`src/core/asram_pkg.sv`:
```
// constants for the asynchronous static memory host controller
// assumes a 125 MHz ref_clk; the memory has no clock of its own
//
// Contract
// read cycles keep write strobe high
// memory writes only while select and strobe low
// read cycle at least 35/45 ns
// old read data held 3 ns after address
// output off until 5 ns after select
// output released 15/20 ns after deselect
// release always faster than turn-on
// selected reads follow address changes
// read data valid within 35/45 ns
// write cycle at least 30/40 ns
// address valid 30/35 ns before strobe rise
// data setup 15 ns, hold 3 ns
// output off 15/20 ns after strobe fall
// output may resume at strobe rise
// host meets every minimum interval
// deselect, read and write modes; pulse 30 ns
package asram_pkg;
   localparam int ADDR_W = 16;
   localparam int CLK_PERIOD_PS = 8000;
   // times in ns, slow grade figures so either grade is met
   localparam int T_READ_CYCLE_NS = 45;
   localparam int T_READ_ACCESS_NS = 45;
   localparam int T_WRITE_CYCLE_NS = 40;
   localparam int T_ADDR_TO_WEND_NS = 35;
   localparam int T_WRITE_PULSE_NS = 30;
   localparam int T_DATA_SETUP_NS = 15;
   localparam int T_DATA_HOLD_NS = 3;
   localparam int T_OFF_AFTER_DESEL_NS = 20;
   function automatic int cyclesUp(input int ns);
      return (ns * 1000 + CLK_PERIOD_PS - 1) / CLK_PERIOD_PS;
   endfunction
   function automatic int maxOf(input int a, input int b);
      return (a > b) ? a : b;
   endfunction
   // access plus one cycle to sample safely
   localparam int RD_CYC = maxOf(cyclesUp(T_READ_CYCLE_NS), cyclesUp(T_READ_ACCESS_NS)) + 1;
   localparam int WR_PULSE_CYC = maxOf(maxOf(cyclesUp(T_WRITE_PULSE_NS),
      cyclesUp(T_ADDR_TO_WEND_NS)), cyclesUp(T_DATA_SETUP_NS));
   localparam int WR_HOLD_CYC = maxOf(cyclesUp(T_DATA_HOLD_NS),
      cyclesUp(T_WRITE_CYCLE_NS) - WR_PULSE_CYC);
   localparam int GAP_CYC = cyclesUp(T_OFF_AFTER_DESEL_NS);
   localparam int CNT_W = 8;
   typedef enum logic [1:0] {
      ASRAM_IDLE = 2'b00,
      ASRAM_READ = 2'b01,
      ASRAM_WPULSE = 2'b10,
      ASRAM_WHOLD = 2'b11
   } asram_state_t;
endpackage

```
`src/core/asram_tmr_if.sv`:
```
// timer handshake between sequencer and its cycle counter
// assumes both ends share ref_clk
`timescale 1ns/1ps
`default_nettype none
interface asram_tmr_if;
   logic load;
   logic [asram_pkg::CNT_W-1:0] count;
   logic done;
   modport ctrl (output load, output count, input done);
   modport tmr (input load, input count, output done);
endinterface
`default_nettype wire

```
`src/core/asram_host.sv`:
```
// host controller driving a clockless static memory, one bit wide
// assumes memory pins are timed only by this block; inputs synchronous
`timescale 1ns/1ps
`default_nettype none
module asram_host (
   input wire logic ref_clk,
   input wire logic reset,
   input wire logic reqValid,
   input wire logic reqWrite,
   input wire logic [asram_pkg::ADDR_W-1:0] reqAddr,
   input wire logic reqData,
   output logic reqReady,
   output logic rspValid,
   output logic rspData,
   output logic [asram_pkg::ADDR_W-1:0] memAddr,
   output logic selectN,
   output logic writeStrobeN,
   output logic dataIn,
   input wire logic dataOut
);
   import asram_pkg::*;
   asram_tmr_if tmrBus ();
   asram_timer timerUnit (
      .ref_clk(ref_clk),
      .reset(reset),
      .tmr(tmrBus)
   );
   asram_state_t state, next_state;
   logic next_reqReady, next_rspValid, next_rspData;
   logic [ADDR_W-1:0] next_memAddr;
   logic next_selectN, next_writeStrobeN, next_dataIn;
   logic gapDone, next_gapDone;
   always_comb begin
      next_state = state;
      next_reqReady = reqReady;
      next_rspValid = 1'b0;
      next_rspData = rspData;
      next_memAddr = memAddr;
      next_selectN = selectN;
      next_writeStrobeN = writeStrobeN;
      next_dataIn = dataIn;
      next_gapDone = gapDone;
      tmrBus.load = 1'b0;
      tmrBus.count = 8'h00;
      unique case (state)
         ASRAM_IDLE: begin
            if (!gapDone && tmrBus.done) begin
               next_gapDone = 1'b1;
               next_reqReady = 1'b1;
            end
            if (reqReady && reqValid) begin
               next_reqReady = 1'b0;
               next_gapDone = 1'b0;
               next_memAddr = reqAddr;
               next_selectN = 1'b0;
               tmrBus.load = 1'b1;
               if (reqWrite) begin
                  // strobe falls with select; both low starts the write
                  next_writeStrobeN = 1'b0;
                  next_dataIn = reqData;
                  next_state = ASRAM_WPULSE;
                  tmrBus.count = CNT_W'(WR_PULSE_CYC);
               end else begin
                  next_writeStrobeN = 1'b1;
                  next_state = ASRAM_READ;
                  tmrBus.count = CNT_W'(RD_CYC);
               end
            end
         end
         ASRAM_READ: begin
            if (tmrBus.done) begin
               // sampled after access time; address held whole cycle
               next_rspData = dataOut;
               next_rspValid = 1'b1;
               next_selectN = 1'b1;
               next_state = ASRAM_IDLE;
               // let output release before anyone drives again
               tmrBus.load = 1'b1;
               tmrBus.count = CNT_W'(GAP_CYC);
            end
         end
         ASRAM_WPULSE: begin
            if (tmrBus.done) begin
               // data and address stay put past the rise
               next_writeStrobeN = 1'b1;
               next_state = ASRAM_WHOLD;
               tmrBus.load = 1'b1;
               tmrBus.count = CNT_W'(WR_HOLD_CYC);
            end
         end
         ASRAM_WHOLD: begin
            if (tmrBus.done) begin
               next_selectN = 1'b1;
               next_rspValid = 1'b1;
               next_state = ASRAM_IDLE;
               tmrBus.load = 1'b1;
               tmrBus.count = CNT_W'(GAP_CYC);
            end
         end
      endcase
   end
   always_ff @(posedge ref_clk) begin
      if (reset) begin
         state <= ASRAM_IDLE;
         reqReady <= 1'b1;
         rspValid <= 1'b0;
         rspData <= 1'b0;
         memAddr <= 16'h0000;
         selectN <= 1'b1;
         writeStrobeN <= 1'b1;
         dataIn <= 1'b0;
         gapDone <= 1'b1;
      end else begin
         state <= next_state;
         reqReady <= next_reqReady;
         rspValid <= next_rspValid;
         rspData <= next_rspData;
         memAddr <= next_memAddr;
         selectN <= next_selectN;
         writeStrobeN <= next_writeStrobeN;
         dataIn <= next_dataIn;
         gapDone <= next_gapDone;
      end
   end
endmodule
`default_nettype wire

```
`src/core/asram_timer.sv`:
```
// down counter that times each memory cycle phase
// assumes load is a one-cycle pulse with count at least 1
`timescale 1ns/1ps
`default_nettype none
module asram_timer (
   input wire logic ref_clk,
   input wire logic reset,
   asram_tmr_if.tmr tmr
);
   import asram_pkg::*;
   logic [CNT_W-1:0] remain;
   logic [CNT_W-1:0] next_remain;
   always_comb begin
      next_remain = remain;
      if (tmr.load) begin
         next_remain = tmr.count;
      end else if (remain != 8'h00) begin
         next_remain = remain - 8'h01;
      end
   end
   always_ff @(posedge ref_clk) begin
      if (reset) begin
         remain <= 8'h00;
      end else begin
         remain <= next_remain;
      end
   end
   // done in the cycle the last count runs out
   // load is computed from done, so done must not look back at load
   assign tmr.done = (remain == 8'h01);
endmodule
`default_nettype wire

```
`config.mk`:
```
export PLATFORM = sky130hd
export DESIGN_NAME = asram_host
export DESIGN_NICKNAME = d
export VERILOG_FILES = /design/src/core/asram_pkg.sv /design/src/core/asram_tmr_if.sv /design/src/core/asram_host.sv /design/src/core/asram_timer.sv
export SDC_FILE = /design/constraint.sdc
export NUM_CORES = 1
export LEC_CHECK = 0
export BUFFER_PORTS_ARGS = -buffer_cell sky130_fd_sc_hd__buf_2
export CAP_MARGIN = 20
export CELL_PAD_IN_SITES_DETAIL_PLACEMENT = 1
export CELL_PAD_IN_SITES_GLOBAL_PLACEMENT = 2
export CORE_UTILIZATION = 28
export DETAILED_ROUTE_END_ITERATION = 7
export HOLD_SLACK_MARGIN = 0.02
export PLACE_DENSITY_LB_ADDON = 0.1
export SETUP_SLACK_MARGIN = 0.1
export SYNTH_ARGS = -nofsm -noshare
export SYNTH_HDL_FRONTEND = slang
export SYNTH_SLANG_ARGS = --single-unit
```
`constraint.sdc`:
```
create_clock -name ref_clk -period 1.85 [get_ports ref_clk]
set_clock_uncertainty 0.1 [all_clocks]
set_input_delay 0.37 -clock ref_clk [delete_from_list [all_inputs] [get_ports ref_clk]]
set_output_delay 0.37 -clock ref_clk [all_outputs]
set_load 0.03 [all_outputs]
```
==> metrics, run 1 <==
FFs w/ async S/R, synth 0%; Crit. End Element flop; Tcrit/Tclk final 91.0%; share of layout cells above drive strength 1 32.7%; wire per inst 13.3 µm; I/O pin count 44; TritonCTS Buffers 5; design area 1760 µm²; number of global-route vias before repair 1253; switching part of the total power 38.4%; Netlist cell types 40; mapped cell area 1370 µm²; Peak Freq 594 MHz; antenna violations before repair 0; Starting Density 29.0%; internal power 1710 µW; Die Ht 72.0 µm; Leak 0.000772 µW; RSZ-0062 raised after global routing no; H-tree depth 2; post-synthesis sequential area ratio 46.8%; core footprint 4720 µm²; final WL 3600 µm; critical setup path kind flop to flop; post-detail-place hpwl 2570 µm; CTS sink cnt 32; Clock Path Buffers 2; Cell Pwr Density 1570 nW/µm²; syn avg cell area 8.73 µm²; ant diodes 0; fin nets 230; setup bufs post-CTS 0; Comb pwr share 43.9%; via count 1248; Die Width 72.0 µm; Clock power frac 20.9%; total of max-cap violations 0; dpl cell area 1650 µm²; Starting DRT DRC Count 26; grt ovf 0; synthesized instance count 157; sum of negative setup slack 0 ps; Clock transition at path regs 60 ps; Setup Viol. Count Final 0; clk_lat worst skew 280 ps; Finished Core Util 37.4%; Multi-input gate area 676 µm²; IO Port Bufs 43; Row Count 25; first-pass GRT wire length 5830 µm; Reg power frac 35.2%; Area Growth Syn to Fin 28.8%; # fillers 579; number of vias per cell 4.59; Max Fanout on Critical Path 7; Switch Pwr 1060 µW; Ys Warns 0; Final Hold Vio Count 0; largest net degree at the start of global routing 24; TritonCTS clock tree yes; Post-CTS Resized 0; gpl congestion 0.816; post-synth net total 182; crit path launch type flop; run status complete, no violations; CP Data Required Time 1970 ps; register bit total from synthesis 32; Slew @ Worst Pin 355 ps; first drt pass iteration count 4; VDD IR max 716 µV; dominant synthesized flop cell dfxtp_1; Post-synth EDFFs 0; Arr. time, crit path 1810 ps; Slew Limit Fails 0; Hold Crit Class input pin to flop; root cell of the clock tree clkbuf_8; GRT Total Usage 14.8%; fin crit period 1680 ps; Antenna Nets Post-Route 0; Max-slew headroom 76.2%; Die Area 5180 µm²; Seq. cell area 641 µm²; cts hold-fix bufs 0; worst hold slack 221 ps; # DRC 0
state kept, by name (all words and copies together) (netlist names):
| signal | count |
|---|---|
| memAddr | 16 |
| timerUnit.remain | 8 |
| state | 2 |
| dataIn | 1 |
| gapDone | 1 |
| rspData | 1 |
| rspValid | 1 |
| selectN | 1 |
| writeStrobeN | 1 |
cell usage after synthesis (2+ instances only):
| cell type | count | share of area [%] |
|---|---|---|
| nand2_1 | 38 | 10 |
| nor2_1 | 8 | 2.2 |
| buf_2 | 2 | 0.73 |
| inv_1 | 4 | 1.1 |
| xor2_1 | 2 | 1.3 |
| nor3_1 | 3 | 1.1 |
| or4_4 | 2 | 1.6 |
| a21oi_1 | 25 | 9.1 |
| dfxtp_1 | 32 | 47 |
| o21ai_0 | 3 | 1.1 |
| or2_2 | 2 | 0.91 |
| o21a_1 | 2 | 1.1 |
| clkbuf_1 | 4 | 1.1 |
| nand3_1 | 2 | 0.73 |
| ha_1 | 3 | 2.7 |
power groups by stage:
stage	logic, µW	clock network, µW	registers (µW)
after floorplan	781	0	1070
after global placement	1120	0	977
after detailed placement	1150	0	985
after CTS	1160	598	972
after global routing	1340	625	1000
final	1220	579	975
per-stage QoR:
stage                     std cells  total power (µW)  setup slack (ps)
after floorplan                 157              1850               262
after global placement          263              2100               202
after detailed placement        263              2140               133
after CTS                       270              2730               131
after global routing            272              2970               100
final                           272              2770               167
worst paths after layout:
| check | from | end | slack (ps) | cells after the start |
|---|---|---|---|---|
| hold / removal | reqAddr[1] | memAddr[1] | 220 | 3 |
| setup / recovery | timerUnit.remain[0] | timerUnit.remain[7] | 170 | 4 |
| setup reg to reg | timerUnit.remain[0] | timerUnit.remain[7] | 170 | 4 |
| hold reg to reg | memAddr[2] | memAddr[2] | 350 | 2 |
cell usage in the layout (no fill, tap or decap), drive strengths merged, types with 4 or more instances in the layout:
cell,netlist,layout
a21oi,26,26
clkbuf,5,7
nand2,38,38
dfxtp,32,32
inv,4,4
buf,2,48
nor2,8,8
cell type report:
class / instances / area share (%)
well taps: 67 / 4.75
repair buffers: 48 / 14.3
multi-input cells: 114 / 38.3
inverters: 4 / 0.851
clock buffers: 7 / 5.46
flip-flops and latches: 32 / 36.3
routing by layer:
layer	routed length, µm	GRT usage [%]	up-vias
met5	0	0	-
met2	1720	25.3	30
li1	-	-	633
met1	1650	17.2	579
met4	55	5.88	0
met3	176	4.86	6
logic make-up after synthesis:
family | Yosys count | synth area share, %
compound gates | 42 | 19.1
flops | 32 | 46.8
fa+ha+maj | 3 | 2.74
xor+xnor | 3 | 1.92
simple gates | 64 | 24.0
buf+inv | 11 | 3.93
mux | 2 | 1.55
critical path, cell delays in order, from the launching register on:
cell and delay [ps]:
dfxtp_1 420, inv_1 90, ha_1 320, or4_4 550
a21oi_2 130
(Power assumes the default switching activity.)
==> inputs of run 2 (changes only) <==
--- a/config.mk
+++ b/config.mk
@@ -9,6 +9,7 @@
 export CAP_MARGIN = 20
 export CELL_PAD_IN_SITES_DETAIL_PLACEMENT = 1
 export CELL_PAD_IN_SITES_GLOBAL_PLACEMENT = 2
+export CORE_ASPECT_RATIO = 0.7
 export CORE_UTILIZATION = 28
 export DETAILED_ROUTE_END_ITERATION = 7
 export HOLD_SLACK_MARGIN = 0.02
==> metrics, run 2 (same netlist as run 1, synthesis figures left out) <==
commonest non-fill, non-tap cell in the layout buf_2; FF-to-FF End timerUnit.remain[7]; Max Fanout on Critical Path 5; crit path launch timerUnit.remain[0]; commonest non-fill, non-tap cells in the layout 43 x buf_2, 38 x nand2_1, 32 x dfxtp_1; Starting DRT DRC Count 36; biggest regs memAddr x16, timerUnit.remain x8, state x2; clk_lat worst skew 280 ps; first drt pass iteration count 4; I/O pin count 44; reg2reg setup slack 180 ps; Antenna Nets Post-Route 0; number of global-route vias before repair 1195; Critical-path top delay cell or4_4; TritonCTS Buffers 5; Area Growth Syn to Fin 27.2%; Arr. time, crit path 1790 ps; IO Port Bufs 43; wire per inst 13.5 µm; fin crit period 1670 ps; VDD IR max 482 µV; fin nets 230; Tcrit/Tclk final 90.5%; Max-slew headroom 73.0%; crit path launch type flop; run status complete, no violations; crit-path cells or4_4 > or4_4 > a21oi_2; antenna violations before repair 0; DR top layer met4; Slew Limit Fails 0; H-tree depth 2; Slew @ Worst Pin 403 ps; CP Data Required Time 1970 ps; RSZ-0062 raised after global routing no; # fillers 568; root cell of the clock tree clkbuf_8; TritonCTS clock tree yes; grt ovf 0; Clock Path Buffers 2; Die Area 5180 µm²; Post-CTS Resized 0; CP peak stage delay 590 ps; Peak Freq 597 MHz; r2r worst-path depth 3; largest net degree at the start of global routing 24; Clock transition at path regs 60 ps; Die Width 85.6 µm; CTS sink cnt 32; # DRC 0; Die Ht 60.5 µm; Cell Pwr Density 1550 nW/µm²; met2 WL 1550 µm; setup bufs post-CTS 0; via count 1224; Crit. End Element flop; total of max-cap violations 0; Setup Viol. Count Final 0; final WL 3510 µm; Row Count 20; Leak 0.000767 µW; ant diodes 0; met3 wire length 162 µm; first-pass GRT wire length 5660 µm; Power Total 2700 µW; routed metal-1 wirelength 1760 µm; core footprint 4500 µm²; gpl congestion 0.792; max reg flops 16; post-detail-place hpwl 2600 µm; Largest Register memAddr; cts hold-fix bufs 0; worst setup path end timerUnit.remain[7]; Hold Crit Class input pin to flop; number of vias per cell 4.69; sum of negative setup slack 0 ps; critical setup path kind flop to flop; CP most frequent cell or4_4; GRT Total Usage 14.7%; Final Hold Vio Count 0; Reg2Reg Launch Point timerUnit.remain[0]; Starting Density 30.4%; share of layout cells above drive strength 1 32.0%
run 2: changes by cell type in the layout (fill, tap and decap cells not counted), sizes merged:
cell	delta
clkbuf	+1
run 2: how the worst min path moves through the flow:
stage                   startpoint             endpoint  slack [ps]  cells after the start
2_1_floorplan  timerUnit.remain[3]  timerUnit.remain[3]         400                      2
3_3_place_gp            memAddr[4]           memAddr[4]         340                      2
3_5_place_dp            memAddr[1]           memAddr[1]         350                      2
4_1_cts                reqAddr[13]          memAddr[13]         220                      3
5_1_grt                 reqAddr[6]           memAddr[6]         220                      3
6_report               reqAddr[13]          memAddr[13]         220                      3
run 2: power by group:
part	switching, µW	internal [µW]	total, µW
sequential	146	828	974
combinational	656	523	1180
clock	245	303	548
total	1050	1650	2700
run 2: layout make-up:
| type | instances | area (µm²) | share of cell area [%] |
|---|---|---|---|
| tap | 55 | 68.8 | 3.95 |
| sequential | 32 | 641 | 36.8 |
| inverter | 4 | 15.0 | 0.861 |
| timing repair buffer | 48 | 253 | 14.5 |
| multi-input combinational | 114 | 676 | 38.8 |
| clock buffer | 8 | 90.1 | 5.17 |
run 2: metal layers:
metal  vias to the layer above  track usage (%)
met5                         -                0
met2                        27             23.5
met3                         4             4.90
li1                        638                -
met4                         0             5.71
met1                       555             18.9
run 2: metrics by stage:
stage | hold slack (ps) | instance area (µm²) | utilization, % | std cells | setup WS [ps]
after global placement | 339 | 1650 | 36.7 | 253 | 230
final | 224 | 1740 | 38.7 | 261 | 176
after floorplan | 403 | 1370 | - | 157 | 262
after global routing | 220 | 1740 | 38.7 | 261 | 105
after detailed placement | 350 | 1650 | 36.7 | 253 | 191
after CTS | 218 | 1740 | 38.7 | 261 | 179
run 2: critical path: cells and delay by family, from the launching register on:
kind               cells  cell delay [ps]
AOI/OAI and AO/OA      1              140
DFF                    1              350
and+or+nand+nor        2             1030
==> inputs of run 3 (changes only) <==
--- a/config.mk
+++ b/config.mk
@@ -5,12 +5,12 @@
 export SDC_FILE = /design/constraint.sdc
 export NUM_CORES = 1
 export LEC_CHECK = 0
-export BUFFER_PORTS_ARGS = -buffer_cell sky130_fd_sc_hd__buf_2
+export BUFFER_PORTS_ARGS = -buffer_cell sky130_fd_sc_hd__buf_4
 export CAP_MARGIN = 20
-export CELL_PAD_IN_SITES_DETAIL_PLACEMENT = 1
-export CELL_PAD_IN_SITES_GLOBAL_PLACEMENT = 2
+export CELL_PAD_IN_SITES_DETAIL_PLACEMENT = 0
+export CELL_PAD_IN_SITES_GLOBAL_PLACEMENT = 1
 export CORE_ASPECT_RATIO = 0.7
-export CORE_UTILIZATION = 28
+export CORE_UTILIZATION = 36
 export DETAILED_ROUTE_END_ITERATION = 7
 export HOLD_SLACK_MARGIN = 0.02
 export PLACE_DENSITY_LB_ADDON = 0.1
==> metrics, run 3 (same netlist as run 1, synthesis figures left out) <==
Antenna Nets Post-Route 0; final WL 3160 µm; Slew Limit Fails 0; VDD IR max 751 µV; core footprint 3580 µm²; I/O pin count 44; TritonCTS clock tree yes; root cell of the clock tree clkbuf_8; Seq. cell area 641 µm²; Setup Viol. Count Final 0; Reg2Reg Launch Point timerUnit.remain[4]; number of global-route vias before repair 1055; Tcrit/Tclk final 90.1%; Row Count 18; run status complete, no violations; design area 1820 µm²; critical setup path kind flop to flop; largest net degree at the start of global routing 29; CTS sink cnt 32; Multi-input gate area 682 µm²; Hold Crit Class input pin to flop; Die Area 4060 µm²; Cell Pwr Density 1450 nW/µm²; crit path launch type flop; post-route insts no fill 252; Die Width 75.7 µm; FF-to-FF End timerUnit.remain[1]; Leak 0.000773 µW; fin nets 227; worst hold slack 239 ps; wire per inst 12.5 µm; Max-slew headroom 71.2%; post-detail-place hpwl 2260 µm; Placed Cells 245; hold-critical path endpoint memAddr[11]; Crit. End Element flop; GRT Total Usage 16.5%; CP Data Required Time 1910 ps; hold_sp reqAddr[11]; dpl cell area 1730 µm²; biggest regs memAddr x16, timerUnit.remain x8, state x2; first-pass GRT wire length 4750 µm; Clock transition at path regs 60 ps; first drt pass iteration count 4; clk_lat worst skew 270 ps; IO Port Bufs 43; # fillers 358; Hold Crit Depth 3; antenna violations before repair 0; total of max-cap violations 0; cts hold-fix bufs 0; grt ovf 0; gpl congestion 0.771; Final Hold Vio Count 0; ant diodes 0; Max Fanout on Critical Path 8; share of layout cells above drive strength 1 31.7%; commonest non-fill, non-tap cells in the layout 45 x buf_4, 38 x nand2_1, 32 x dfxtp_1; TritonCTS Buffers 5; CP peak stage delay 480 ps; Arr. time, crit path 1720 ps; Die Ht 53.6 µm; fin crit period 1670 ps; max reg flops 16; # DRC 0; Clock Path Buffers 2; r2r worst-path depth 4; Largest Register memAddr; via count 1212; Peak Freq 600 MHz; Starting DRT DRC Count 20; commonest non-fill, non-tap cell in the layout buf_4; number of vias per cell 4.81; crit-path cells nor4_4 > and3_4 > a211o_2 > o22ai_2; RSZ-0062 raised after global routing no; Critical-path top delay cell nor4_4; Starting Density 38.3%; crit path launch timerUnit.remain[4]; Slew @ Worst Pin 429 ps; Area Growth Syn to Fin 32.5%; reg2reg setup slack 180 ps; sum of negative setup slack 0 ps; H-tree depth 2
## run 3: cell count changes in the layout (fill, tap and decap cells not counted)
cell,previous run,this run
buf_4,5,45
clkbuf_8,6,5
nor4bb_2,0,1
nor4bb_1,1,0
buf_2,43,0
clkbuf_1,2,1
clkinv_2,0,1
## run 3: routing by layer
metal / vias to the layer above / share of wire (%) / track usage (%)
li1: 631 / - / -
met1: 548 / 48 / 20.7
met2: 28 / 46 / 26.3
met3: 5 / 4.6 / 5.06
met4: 0 / 1.1 / 7.10
met5: - / 0 / 0
## run 3: power by group
part / switching (µW) / internal, µW
clock network: 231 / 255
logic: 633 / 531
registers: 149 / 828
## run 3: timing repair
item / CTS / global route
hold endpoints to repair: 0 / 0
buffers inserted: 0 / 0
gates resized for setup: 0 / 1
setup endpoints to repair: 0 / 1
## run 3: metrics by stage
step | total power [µW] | worst slack (ps) | util [%]
6_report | 2630 | 184 | 50.7
5_1_grt | 2830 | 105 | 50.7
4_1_cts | 2660 | 188 | 50.5
3_5_place_dp | 2150 | 182 | 48.4
3_3_place_gp | 2120 | 212 | 48.4
2_1_floorplan | 1850 | 262 | -
## run 3: layout make-up
type	count	area share (%)
Multi-Input combinational cell	114	37.6
Sequential cell	32	35.3
Timing Repair Buffer	45	18.6
Clock buffer	6	4.00
Tap cell	50	3.45
Inverter	4	0.827
Clock inverter	1	0.276
## run 3: critical path: cells and delay by family, from the launching register on
kind	cells	cell delay [ps]
compound gates	2	290
flops	1	370
simple gates	2	780
## run 3: how the worst max path moves through the flow
stage	end	slack (ps)	depth (start not counted)
2_1_floorplan	timerUnit.remain[7]	260	3
3_3_place_gp	timerUnit.remain[1]	210	4
3_5_place_dp	timerUnit.remain[1]	180	4
4_1_cts	timerUnit.remain[7]	190	3
5_1_grt	timerUnit.remain[1]	100	4
6_report	timerUnit.remain[1]	180	4
